[src/inc/fms_pkg.sv]
/*
 feed move sequencer package: command codes, conditions, sensor numbers, widths, reset values.
 assumes nothing of its surroundings.
*/
`default_nettype none
package fms_pkg;
   // command kinds
   localparam logic [1:0] CMD_REL  = 2'h0; // relative feed
   localparam logic [1:0] CMD_MASK = 2'h1; // masked feed to sensor
   localparam logic [1:0] CMD_OUT  = 2'h2; // relative feed with output change
   // condition letters
   localparam logic [1:0] COND_L = 2'h0;
   localparam logic [1:0] COND_H = 2'h1;
   localparam logic [1:0] COND_F = 2'h2;
   localparam logic [1:0] COND_R = 2'h3;
   // sensor numbers
   localparam logic [2:0] SEL_FIRST  = 3'h1;
   localparam logic [2:0] SEL_ANALOG = 3'h4;
   localparam logic [2:0] OUT_ONLY   = 3'h1;
   // widths and depths
   localparam int QDEPTH = 4;
   localparam int QW     = 40;
   localparam int AW     = 12;
   // reset values
   localparam logic       GP_OUT_RST = 1'h1; // output open after reset
   localparam logic [2:0] CNT_RST    = 3'h0;
   localparam logic [31:0] TRAV_RST  = 32'h0;
   typedef enum logic {FMS_IDLE, FMS_RUN} fms_state_t;
endpackage
`default_nettype wire

[src/hw/fms_sequencer.sv]
/*
 feed move sequencer: queues feed commands and runs relative, masked sensor and output feeds.
 assumes commands arrive already decoded from the serial link, synchronous to mclk.
*/
`timescale 1ns/1ps
`default_nettype none
module fms_sequencer (
   // clock and reset
   input  wire logic          mclk,
   input  wire logic          rst,
   // command port
   input  wire logic          cmd_valid,
   input  wire logic [1:0]    cmd_code,
   input  wire logic          cmd_has_param,
   input  wire logic [31:0]   cmd_param,
   input  wire logic [2:0]    cmd_sel,
   input  wire logic [1:0]    cmd_cond,
   output logic               cmd_ready,
   output logic               cmd_reject,
   // stored settings
   input  wire logic [31:0]   move_length_setting,
   input  wire logic [31:0]   secondary_span,
   input  wire logic [15:0]   target_speed,
   input  wire logic [15:0]   speedup_rate,
   input  wire logic [15:0]   slowdown_rate,
   input  wire logic [11:0]   analog_threshold,
   // terminals
   input  wire logic [2:0]    term_current,
   input  wire logic [11:0]   analog_sense_input,
   output logic               gp_out_current,
   // motion
   output logic               step_out,
   output logic               dir_ccw,
   output logic               busy,
   output logic               move_done
);
   function automatic logic [30:0] mag(input logic [31:0] v);
      logic [31:0] n;
      n = v[31] ? (32'h0 - v) : v;
      return n[30:0];
   endfunction

   logic [fms_pkg::QW-1:0]  q_mem [fms_pkg::QDEPTH];
   logic [1:0]              wp_reg, wp_next, rp_reg, rp_next;
   logic [2:0]              cnt_reg, cnt_next;
   logic                    rdy_next, rej_next, push, pop, bad;
   fms_pkg::fms_state_t     st_reg, st_next;
   logic [fms_pkg::QW-1:0]  head;
   logic [1:0]              kind_reg, kind_next, cond_reg, cond_next;
   logic [2:0]              sel_reg, sel_next;
   logic [31:0]             trav_reg, trav_next;
   logic                    trig_reg, trig_next, odone_reg, odone_next;
   logic                    open_reg, open_next, dir_next, mdone_next;
   logic                    lvl, prev_reg, hit, armed;
   logic                    g_start, g_retarget, g_endless, g_step, g_done;
   logic [30:0]             g_len;

   // admission: output feed only on output 1, sensor feed only on 1 to 4
   always_comb
   begin
      bad = (cmd_code == fms_pkg::CMD_MASK &&
             (cmd_sel < fms_pkg::SEL_FIRST || cmd_sel > fms_pkg::SEL_ANALOG)) ||
            (cmd_code == fms_pkg::CMD_OUT && cmd_sel != fms_pkg::OUT_ONLY) ||
            (cmd_code > fms_pkg::CMD_OUT);
      push = cmd_valid && cmd_ready && !bad;
      rej_next = cmd_valid && cmd_ready && bad;
      pop = (st_reg == fms_pkg::FMS_IDLE) && (cnt_reg != fms_pkg::CNT_RST);
      wp_next = push ? wp_reg + 2'h1 : wp_reg;
      rp_next = pop ? rp_reg + 2'h1 : rp_reg;
      cnt_next = cnt_reg + {2'h0, push} - {2'h0, pop};
      rdy_next = cnt_next < 3'(fms_pkg::QDEPTH);
   end

   always_ff @(posedge mclk)
   begin
      if (push) q_mem[wp_reg] <= {cmd_code, cmd_has_param, cmd_param, cmd_sel, cmd_cond};
   end

   // queue pointers
   always_ff @(posedge mclk)
   begin
      if (rst)
      begin
         wp_reg <= 2'h0; rp_reg <= 2'h0; cnt_reg <= fms_pkg::CNT_RST;
         cmd_ready <= 1'b1; cmd_reject <= 1'b0;
      end
      else
      begin
         wp_reg <= wp_next; rp_reg <= rp_next; cnt_reg <= cnt_next;
         cmd_ready <= rdy_next; cmd_reject <= rej_next;
      end
   end

   // energized terminal is logic low; analog compare
   always_comb
   begin
      if (sel_reg == fms_pkg::SEL_ANALOG)
         lvl = analog_sense_input > analog_threshold;
      else if (sel_reg >= fms_pkg::SEL_FIRST && sel_reg < fms_pkg::SEL_ANALOG)
         lvl = !term_current[sel_reg[1:0] - 2'h1];
      else
         lvl = 1'b1;
      case (cond_reg)
         fms_pkg::COND_L: hit = !lvl;
         fms_pkg::COND_H: hit = lvl;
         fms_pkg::COND_F: hit = prev_reg && !lvl;
         default:         hit = !prev_reg && lvl;
      endcase
   end

   // sequencing of one move
   always_comb
   begin
      head = q_mem[rp_reg];
      st_next = st_reg; kind_next = kind_reg; sel_next = sel_reg; cond_next = cond_reg;
      trav_next = trav_reg; trig_next = trig_reg; odone_next = odone_reg;
      open_next = open_reg; dir_next = dir_ccw; mdone_next = 1'b0;
      g_start = 1'b0; g_retarget = 1'b0; g_endless = 1'b0; g_len = 31'h0;
      armed = trav_reg >= secondary_span;
      case (st_reg)
         fms_pkg::FMS_IDLE:
            if (pop)
            begin
               st_next = fms_pkg::FMS_RUN;
               kind_next = head[39:38]; sel_next = head[4:2]; cond_next = head[1:0];
               trav_next = fms_pkg::TRAV_RST; trig_next = 1'b0; odone_next = 1'b0;
               g_start = 1'b1;
               // stored or supplied length and its sign
               if (head[39:38] == fms_pkg::CMD_REL && head[37])
               begin
                  g_len = mag(head[36:5]);
                  dir_next = head[36];
               end
               else
               begin
                  g_len = mag(move_length_setting);
                  dir_next = move_length_setting[31];
               end
               // sensor feed runs open ended until the hit
               g_endless = head[39:38] == fms_pkg::CMD_MASK;
            end
         fms_pkg::FMS_RUN:
         begin
            if (g_step) trav_next = trav_reg + 32'h1;
            // sensor seen only past the mask span, then run on
            if (kind_reg == fms_pkg::CMD_MASK && !trig_reg && armed && hit)
            begin
               trig_next = 1'b1;
               g_retarget = 1'b1;
               g_len = mag(move_length_setting);
            end
            // output set once at the span point
            if (kind_reg == fms_pkg::CMD_OUT && !odone_reg && armed)
            begin
               odone_next = 1'b1;
               open_next = cond_reg == fms_pkg::COND_H;
            end
            if (g_done)
            begin
               st_next = fms_pkg::FMS_IDLE;
               mdone_next = 1'b1;
            end
         end
         default: st_next = fms_pkg::FMS_IDLE;
      endcase
   end

   // sequencer registers
   always_ff @(posedge mclk)
   begin
      if (rst)
      begin
         st_reg <= fms_pkg::FMS_IDLE; kind_reg <= fms_pkg::CMD_REL; sel_reg <= 3'h0;
         cond_reg <= fms_pkg::COND_L; trav_reg <= fms_pkg::TRAV_RST; trig_reg <= 1'b0;
         odone_reg <= 1'b0; open_reg <= fms_pkg::GP_OUT_RST; dir_ccw <= 1'b0;
         move_done <= 1'b0; prev_reg <= 1'b1; gp_out_current <= 1'b0; busy <= 1'b0;
      end
      else
      begin
         st_reg <= st_next; kind_reg <= kind_next; sel_reg <= sel_next;
         cond_reg <= cond_next; trav_reg <= trav_next; trig_reg <= trig_next;
         odone_reg <= odone_next; open_reg <= open_next; dir_ccw <= dir_next;
         move_done <= mdone_next; prev_reg <= lvl;
         gp_out_current <= !open_next;
         busy <= st_next == fms_pkg::FMS_RUN;
      end
   end

   // speed and rates taken at start
   fms_step_gen u_gen (
      .mclk       (mclk),
      .rst        (rst),
      .start      (g_start),
      .retarget   (g_retarget),
      .endless    (g_endless),
      .len        (g_len),
      .speed      (target_speed),
      .accel      (speedup_rate),
      .decel      (slowdown_rate),
      .step_pulse (g_step),
      .busy       (),
      .done       (g_done)
   );
   assign step_out = g_step;

   // checks
   a_queue_order: assert property (@(posedge mclk) disable iff (rst)
      g_start |-> st_reg == fms_pkg::FMS_IDLE && cnt_reg != 3'h0) else $error("start not from queue");
   a_ready_full: assert property (@(posedge mclk) disable iff (rst)
      cnt_reg == 3'h4 |-> !cmd_ready) else $error("ready while full");
   a_reject_bad: assert property (@(posedge mclk) disable iff (rst)
      cmd_valid && cmd_ready && cmd_code == fms_pkg::CMD_OUT && cmd_sel != 3'h1 |=> cmd_reject)
      else $error("bad output number taken");
   a_rel_param: assert property (@(posedge mclk) disable iff (rst)
      g_start && head[39:38] == fms_pkg::CMD_REL && head[37] |=> dir_ccw == $past(head[36]))
      else $error("supplied sign ignored");
   a_dir_stored: assert property (@(posedge mclk) disable iff (rst)
      g_start && !(head[39:38] == fms_pkg::CMD_REL && head[37])
      |=> dir_ccw == $past(move_length_setting[31])) else $error("stored sign ignored");
   a_mask_hold: assert property (@(posedge mclk) disable iff (rst)
      kind_reg == fms_pkg::CMD_MASK && trav_reg < secondary_span |-> !g_retarget)
      else $error("sensor seen inside mask");
   a_mask_runon: assert property (@(posedge mclk) disable iff (rst)
      g_retarget |-> !trig_reg ##1 trig_reg && u_gen.rem_reg == mag($past(move_length_setting)))
      else $error("run-on length wrong");
   a_out_point: assert property (@(posedge mclk) disable iff (rst)
      $rose(odone_reg) |-> $past(trav_reg) >= $past(secondary_span)) else $error("output early");
   a_out_level: assert property (@(posedge mclk) disable iff (rst)
      $rose(odone_reg) |-> gp_out_current == ($past(cond_reg) != fms_pkg::COND_H))
      else $error("output level wrong");
   a_done_idle: assert property (@(posedge mclk) disable iff (rst)
      g_done |=> !busy ##1 1'b1) else $error("busy after done");
   c_rel_move: cover property (@(posedge mclk) kind_reg == fms_pkg::CMD_REL && move_done);
   c_mask_hit: cover property (@(posedge mclk) g_retarget);
   c_out_set: cover property (@(posedge mclk) $rose(odone_reg));
endmodule // fms_sequencer
`default_nettype wire

[src/hw/fms_step_gen.sv]
/*
 step pulse generator with speedup, cruise and slowdown; runs a set step count or endless
 until given a remaining count. assumes settings stay steady while a move starts.
*/
`timescale 1ns/1ps
`default_nettype none
module fms_step_gen (
   // clock and reset
   input  wire logic        mclk,
   input  wire logic        rst,
   // move control
   input  wire logic        start,
   input  wire logic        retarget,
   input  wire logic        endless,
   input  wire logic [30:0] len,
   input  wire logic [15:0] speed,
   input  wire logic [15:0] accel,
   input  wire logic [15:0] decel,
   // status
   output logic             step_pulse,
   output logic             busy,
   output logic             done
);
   logic [31:0] vel_reg, vel_next;
   logic [15:0] ph_reg, ph_next;
   logic [30:0] rem_reg, rem_next, ramp_reg, ramp_next;
   logic        end_reg, end_next, busy_next, step_next, done_next;
   logic [15:0] spd_reg, spd_next, acc_reg, acc_next, dec_reg, dec_next;
   logic [16:0] sum, up, dn;

   // profile, phase and remaining count
   always_comb
   begin
      vel_next = vel_reg; ph_next = ph_reg; rem_next = rem_reg; ramp_next = ramp_reg;
      end_next = end_reg; busy_next = busy; step_next = 1'b0; done_next = 1'b0;
      spd_next = spd_reg; acc_next = acc_reg; dec_next = dec_reg;
      sum = {1'b0, ph_reg} + {1'b0, vel_reg[31:16]};
      up = {1'b0, vel_reg[31:16]} + {1'b0, acc_reg};
      dn = {1'b0, vel_reg[31:16]} - {1'b0, dec_reg};
      if (start)
      begin
         busy_next = 1'b1; rem_next = len; end_next = endless; vel_next = 32'h0;
         ph_next = 16'h0; ramp_next = 31'h0;
         spd_next = speed; acc_next = accel; dec_next = decel;
      end
      else if (busy)
      begin
         if (retarget)
         begin
            rem_next = len;
            end_next = 1'b0;
         end
         else if (!end_reg && rem_reg == 31'h0)
         begin
            busy_next = 1'b0;
            done_next = 1'b1;
         end
         else
         begin
            ph_next = sum[15:0];
            if (sum[16])
            begin
               step_next = 1'b1;
               if (!end_reg) rem_next = rem_reg - 31'h1;
               if (vel_reg[31:16] < spd_reg) ramp_next = ramp_reg + 31'h1;
            end
            // slow down once the remaining count falls to the ramp length
            // rates act on the whole speed part, so a ramp takes few cycles; floor is speed 1
            if (!end_reg && rem_reg <= ramp_reg)
               vel_next = (vel_reg[31:16] > dec_reg) ? {dn[15:0], vel_reg[15:0]}
                                                     : {16'h1, 16'h0};
            else if (up >= {1'b0, spd_reg})
               vel_next = {spd_reg, 16'h0};
            else
               vel_next = {up[15:0], vel_reg[15:0]};
         end
      end
   end

   // registers
   always_ff @(posedge mclk)
   begin
      if (rst)
      begin
         vel_reg <= 32'h0; ph_reg <= 16'h0; rem_reg <= 31'h0; ramp_reg <= 31'h0;
         end_reg <= 1'b0; busy <= 1'b0; step_pulse <= 1'b0; done <= 1'b0;
         spd_reg <= 16'h0; acc_reg <= 16'h0; dec_reg <= 16'h0;
      end
      else
      begin
         vel_reg <= vel_next; ph_reg <= ph_next; rem_reg <= rem_next; ramp_reg <= ramp_next;
         end_reg <= end_next; busy <= busy_next; step_pulse <= step_next; done <= done_next;
         spd_reg <= spd_next; acc_reg <= acc_next; dec_reg <= dec_next;
      end
   end
endmodule // fms_step_gen
`default_nettype wire

[config.mk]
export PLATFORM = sky130hd
export DESIGN_NAME = fms_sequencer
export DESIGN_NICKNAME = d
export VERILOG_FILES = /design/src/inc/fms_pkg.sv /design/src/hw/fms_sequencer.sv /design/src/hw/fms_step_gen.sv
export SDC_FILE = /design/constraint.sdc
export NUM_CORES = 1
export LEC_CHECK = 0
export BUFFER_PORTS_ARGS = -buffer_cell sky130_fd_sc_hd__buf_2
export CORE_ASPECT_RATIO = 0.8
export CORE_MARGIN = 2
export CORE_UTILIZATION = 45
export CTS_BUF_LIST = sky130_fd_sc_hd__clkbuf_8 sky130_fd_sc_hd__clkbuf_16
export CTS_CLUSTER_DIAMETER = 40
export CTS_CLUSTER_SIZE = 8
export DETAILED_ROUTE_END_ITERATION = 8
export PLACE_DENSITY = 0.73
export RECOVER_POWER = 25
export SLEW_MARGIN = 10
export SYNTH_ARGS = -nofsm -noshare
export SYNTH_HDL_FRONTEND = slang
export SYNTH_SLANG_ARGS = --single-unit
[constraint.sdc]
create_clock -name mclk -period 6.12 [get_ports mclk]
set_input_delay 0.918 -clock mclk [delete_from_list [all_inputs] [get_ports mclk]]
set_output_delay 0.918 -clock mclk [all_outputs]
set_load 0.005 [all_outputs]
# After elaboration in Yosys (flattened, before gate mapping)
# Memories as Yosys holds them, arrays and structs flattened. A register that Yosys moved wholly into a read port is not among the register bits.
# Cells that the tools add are included.
op_classes:
  n_addsub: 13
  n_eq_ne: 15
  n_reduce_logical: 47
  mux: 53
  n_bitwise: 4
  multipliers: 0
  n_shift: 0
  magnitude_cmp: 13
  div_mod_pow: 0
ops:
  columns: ["operator", "n"]
  rows:
  - ["$mux W31", 11]
  - ["$mux W32", 5]
  - ["$pmux W32 S2", 1]
  - ["$pmux W31 S2", 1]
  - ["$sub A1 B31 Y31 const A", 2]
  - ["$add A16 B16 Y17", 2]
  - ["$add A32 B1 Y32 const B", 1]
  - ["$ge A32 B32 Y1", 1]
  - ["$add A31 B1 Y31 const B", 1]
  - ["$le A31 B31 Y1", 1]
  - ["$logic_not A31 Y1", 1]
  - ["$sub A31 B1 Y31 const B", 1]
  - ["$mux W1", 28]
  - ["$ge A17 B16 Y1", 1]
  - ["$logic_and A1 B1 Y1", 17]
  - ["$gt A16 B16 Y1", 1]
  - ["$lt A16 B16 Y1", 1]
  - ["$sub A16 B16 Y16", 1]
  - ["$gt A12 B12 Y1", 1]
  - ["$reduce_and A2 Y1", 5]
  - ["$eq A2 B1 Y1 const B", 4]
  - ["$logic_not A1 Y1", 8]
  - ["$eq A2 B2 Y1 const B", 3]
  - ["$lt A3 B3 Y1 const B", 2]
  - ["29 further kinds", 45]
word_totals:
  wordCells: 174
  latch_bits: 0
  mem_bits_rw: 160
  inputBits: 182
  mem_count: 1
  reg_bits: 202
  mem_bits_ro: 0
  output_inout_bits: 7
mem_list:
  columns: ["memory", "words", "width", "read_ports", "rd_ports_with_merged_regs", "wr", "line_no", "rtl"]
  rows:
  - ["q_mem", 4, 40, 1, 1, 1, "fms_sequencer.sv:43", "logic [fms_pkg::QW-1:0] q_mem [fms_pkg::QDEPTH];"]

# Logic depth before layout (Yosys ltp)
logic_depth:
  word_depth: 15
  mapped_depth: 19
  mapped_depth_nobuf: 17

# By module
# From an unflattened synthesis, not the netlist that was laid out.
unflattened:
  cells_unflattened: 2216
  area_unflattened_um2: 21466.8
by_module_without_submodules:
  columns: ["mod", "seq_area_each_um2", "cells_each", "area_per_inst_um2", "n_inst"]
  rows:
  - ["fms_sequencer", 5965.7, 951, 11254.5, 1]
  - ["fms_step_gen", 2922.8, 1265, 10212.3, 1]

# Least setup slack after synthesis
# OpenSTA, ideal clock, no wires.
synth_timing:
  kind: "reg2reg"
  from: "register u_gen.vel_reg[16]"
  to: "register u_gen.vel_reg[29]"
  path_slack_ns: 1.683
  setup_time_ns: 0.132
  stages_incl_launch_ff: 20
  arrival_ns: 4.305
  period_less_slack_ns: 4.437
  required_time_ns: 5.988
  path_buffers: 2
  cell_sequence: "dfxtp_1 ha_1 fa_1 a211oi_1 o21ai_0 a41o_1 a21o_1 xor2_1 ha_1 a21o_1 a21o_1 a2111oi_0 o21ai_0 a311oi_1 buf_2 clkbuf_1 mux2i_1 nor2_1 a21oi_1 a21oi_1"
synth_via:
  elab_chain_len: 4
  elab_cells_between_ends: 7
  cone_classes: "2 x add/sub; 2 x order compare; 3 x mux"
synth_rtl:
  columns: ["item", "line_no", "rtl"]
  rows:
  - ["start: declaration", "fms_step_gen.sv:24", "logic [31:0] vel_reg, vel_next;"]
  - ["start signal: assignment", "fms_step_gen.sv:91", "vel_reg <= vel_next; ph_reg <= ph_next; rem_reg <= rem_next; ramp_reg <= ramp_next;"]
  - ["$add A16 B16 Y17", "fms_step_gen.sv:38", "up = {1'b0, vel_reg[31:16]} + {1'b0, acc_reg};"]
  - ["$ge A17 B16 Y1", "fms_step_gen.sv:72", "else if (up >= {1'b0, spd_reg})"]
  - ["$mux W32", "fms_step_gen.sv:72", null]
  - ["$mux W32 (*)", "fms_step_gen.sv:69", "if (!end_reg && rem_reg <= ramp_reg)"]
# Mark *: on every way between the ends. The rest lies on a longest branch, timed or not. The select of a mux whose other input is x is not followed.
# A chain may end at the register's enable or synchronous reset.

# Final worst setup path
layout_timing:
  from: "register u_gen.vel_reg[16]"
  to: "register u_gen.vel_reg[20]"
# The elaborated chain is that of the path after synthesis.

==> impl_metrics.yaml <==
logic_synthesis:
  yosysSeqAreaShare_pct: 41.5
  syn_area_per_cell_sq_um: 9.50
  ys.flop_type: "dfxtp_1"
  syn_nets: 2607
  synth_seq_cells: 364
  yosys_warnings: 0
  yosys.cell_types.count: 93
  ys_async_sr_fraction_pct: 0
  netlist_area_sq_um: 21400
  synth-edff-count: 160
  syn-instance-count: 2254
global_route:
  grt_overflow_total: 0
  grt_pass1_vias: 16800
  antenna_found_initial: 3
  track_usage_pct: 23.4
  grt_pass1_wl_mm: 91.1
  grt_max_degree: 68
worst_setup_path:
  critical_path_class: "flop to flop"
  worst_setup_path_end_kind: "flop"
  cp_max_fo: 19
  critPathLaunchType: "flop"
  cp_data_required_time_ns: 6.61
  worstPathArrival_ns: 5.30
route:
  drt_first_pass_iters: 6
  ant_nets: 0
  finalWirelength_mm: 58.2
  vias: 17900
  routed_via_density: 5.80
  drc_errors: 0
  drtIter0Drc: 1605
  wl_per_cell_microns: 18.8
sta:
  finalSetupViolCount: 0
  setup_tns_ns: 0
  clock_skew_ns: 0.0342
  fin_crit_ns: 4.81
  setup_slack_ns: 1.31
  slew_headroom_pct: 23.8
  finalMaxSlewViolations: 0
  tightest_slew_ns: 1.14
  timing.final.crit_share_pct: 78.6
  max_freq_ghz: 0.208
  rsz0062_at_grt: "false"
  hold_viol: 0
placed_design:
  gp_congestion: 0.930
  dpl.cell_count: 2987
  dp_hpwl_mm: 42.5
  post-place-ws_ns: 1.39
  numPortBuffers: 188
final_layout:
  largest_reg_flops: 160
  layout.cells.non_filler: 3090
  fin_nets: 2780
  drive_above_1_share_pct: 14.2
  nFillCells: 4174
  area_growth_pct: 15.3
  final_util_pct: 52.5
cts:
  postCtsSetupRepairBufs: 0
  post_cts_resized: 0
  cts_tree: "done"
  clkTransAtPathRegs_ns: 0.05
  cts-buffers-inserted: 58
  numClockSinks: 364
  clk_latency_ns: 0.62
  cts_max_level: 2
  cts_root_buffer: "clkbuf_16"
  hold_buffers: 0
  cts.path.max_buffers: 3
floorplan:
  die_area_sq_um: 49300
  core_sq_um: 47000
  die_w_microns: 248
  rows: 71
  start_util_pct: 45.6
  pin_count: 189
  die_height_microns: 199
power_and_ir_drop:
  pwr-share-clk_pct: 25.3
  pwr-share-comb_pct: 47.4
  power.density_nw_per_um2: 493
  p_leak_uw: 0.00979
  ir_drop_uv: 305
  pwr-share-seq_pct: 27.3
  internal-power_uw: 7090
  p_switching_uw: 5070
  netSwitchingFraction_pct: 41.7
run:
  cap_viol_max_count: 0
worst_hold_path:
  min_path_type: "flop to flop"
outcome:
  status: "completed"
[per-stage QoR]
step | total power [uW] | hold slack (ns) | area [sq um]
2_1_floorplan | 7460 | 0.434 | 21400
3_3_place_gp | 8830 | 0.443 | 22900
3_5_place_dp | 8970 | 0.449 | 22900
4_1_cts | 12100 | 0.456 | 24700
5_1_grt | 12900 | 0.476 | 24700
6_report | 12200 | 0.455 | 24700
[layout by cell type, fill, tap and decap left out, types with 7 or more instances in the layout]
cell type / n
a21oi_1: 230
nand3_1: 44
nor4_1: 20
o211ai_1: 15
or4_1: 9
o31ai_1: 19
edfxtp_1: 160
a221oi_1: 14
o41ai_1: 7
a211oi_1: 24
buf_4: 20
or3_1: 43
nand2_1: 240
clkbuf_16: 58
nor2b_1: 12
mux4_2: 39
o21a_1: 14
nor2_1: 173
o21ai_0: 98
nand2b_1: 14
mux2i_1: 23
nor3_1: 29
buf_2: 153
xor2_1: 43
a31oi_1: 22
inv_1: 169
and3_1: 17
a311oi_1: 8
dfxtp_1: 202
nand4_1: 39
o21ai_1: 15
a21o_1: 30
xnor2_1: 81
or2_2: 14
clkbuf_1: 34
ha_1: 167
mux2_2: 7
and2_1: 11
[cell usage after synthesis (15+ instances only)]
| cell type | instances | area, sq um |
|---|---|---|
| a211oi_1 | 24 | 180 |
| nor2_1 | 174 | 653 |
| nand3_1 | 44 | 220 |
| nor3_1 | 29 | 145 |
| nand4_1 | 39 | 244 |
| buf_1 | 15 | 56.3 |
| mux4_2 | 39 | 878 |
| or3_1 | 43 | 269 |
| and2_1 | 15 | 93.8 |
| a31oi_1 | 22 | 138 |
| mux2i_1 | 24 | 240 |
| inv_1 | 145 | 544 |
| o21ai_1 | 15 | 75.1 |
| o211ai_1 | 15 | 113 |
| o21ai_0 | 98 | 490 |
| dfxtp_1 | 204 | 4080 |
| clkbuf_1 | 58 | 218 |
| xnor2_1 | 81 | 709 |
| edfxtp_1 | 160 | 4800 |
| ha_1 | 167 | 2090 |
| xor2_1 | 43 | 377 |
| nor4_1 | 20 | 125 |
| o31ai_1 | 19 | 143 |
| nand2_1 | 240 | 901 |
| or2_2 | 15 | 93.8 |
| and3_1 | 17 | 106 |
| a21o_1 | 30 | 225 |
| a21oi_1 | 230 | 1150 |
[power by group through the flow]
stage               combinational [uW]  clock [uW]  sequential [uW]
finish                            5760        3080             3320
floorplan                         4330           0             3130
global placement                  5490           0             3340
CTS                               5660        3140             3310
global route                      6350        3230             3360
detailed placement                5610           0             3360
[cell families (layout without fill, tap and decap cells)]
family          Yosys count  after routing  synth area share [%]
compound gates          570            570                  16.7
buf+inv                 241            456                  4.58
xor+xnor                124            124                  5.07
mux                      70             70                  5.59
simple gates            714            714                  16.4
flops                   364            364                  41.5
other cells               0              1                     0
fa+ha+maj               171            171                  10.1
[worst max-delay path, stage by stage (launching register included)]
cell       delay, ns
dfxtp_1         0.34
ha_1            0.23
fa_1            0.43
a211oi_1        0.35
o21ai_0         0.25
a41o_1          0.28
a21o_1          0.18
xor2_1          0.19
ha_1            0.28
a21o_1          0.16
a21o_1          0.17
a2111oi_0       0.44
o21ai_0         0.26
a311oi_2        0.23
buf_4           0.32
mux2i_1         0.25
nor2_1          0.08
a21oi_1         0.16
a21oi_1         0.09
[path summary, 6_finish.rpt]
check,slack (ns),cells past startpoint,start,to
setup reg to reg,1.31,18,u_gen.vel_reg[16],u_gen.vel_reg[20]
hold reg to reg,0.45,2,u_gen.dec_reg[15],u_gen.dec_reg[15]
hold / removal,0.45,2,u_gen.dec_reg[15],u_gen.dec_reg[15]
setup / recovery,1.31,18,u_gen.vel_reg[16],u_gen.vel_reg[20]
[metal layers]
metal	GRT usage [%]	up-vias	share of wire, %
met5	0	-	0.041
met4	7.94	4	2.9
met3	4.62	85	7.6
met2	35.4	641	44
met1	33.3	8571	46
li1	-	8606	-
[layout make-up]
| type | instances | area [sq um] | area share, % |
|---|---|---|---|
| Clock inverter | 39 | 319 | 1.29 |
| Timing Repair Buffer | 207 | 1040 | 4.23 |
| Antenna cell | 1 | 2.50 | 0.0101 |
| Multi-Input combinational cell | 1649 | 11600 | 46.9 |
| Clock buffer | 63 | 1520 | 6.16 |
| Tap cell | 620 | 776 | 3.14 |
| Inverter | 147 | 552 | 2.24 |
| Sequential cell | 364 | 8890 | 36.0 |
No activity file was read; power rests on OpenSTA's default activity.
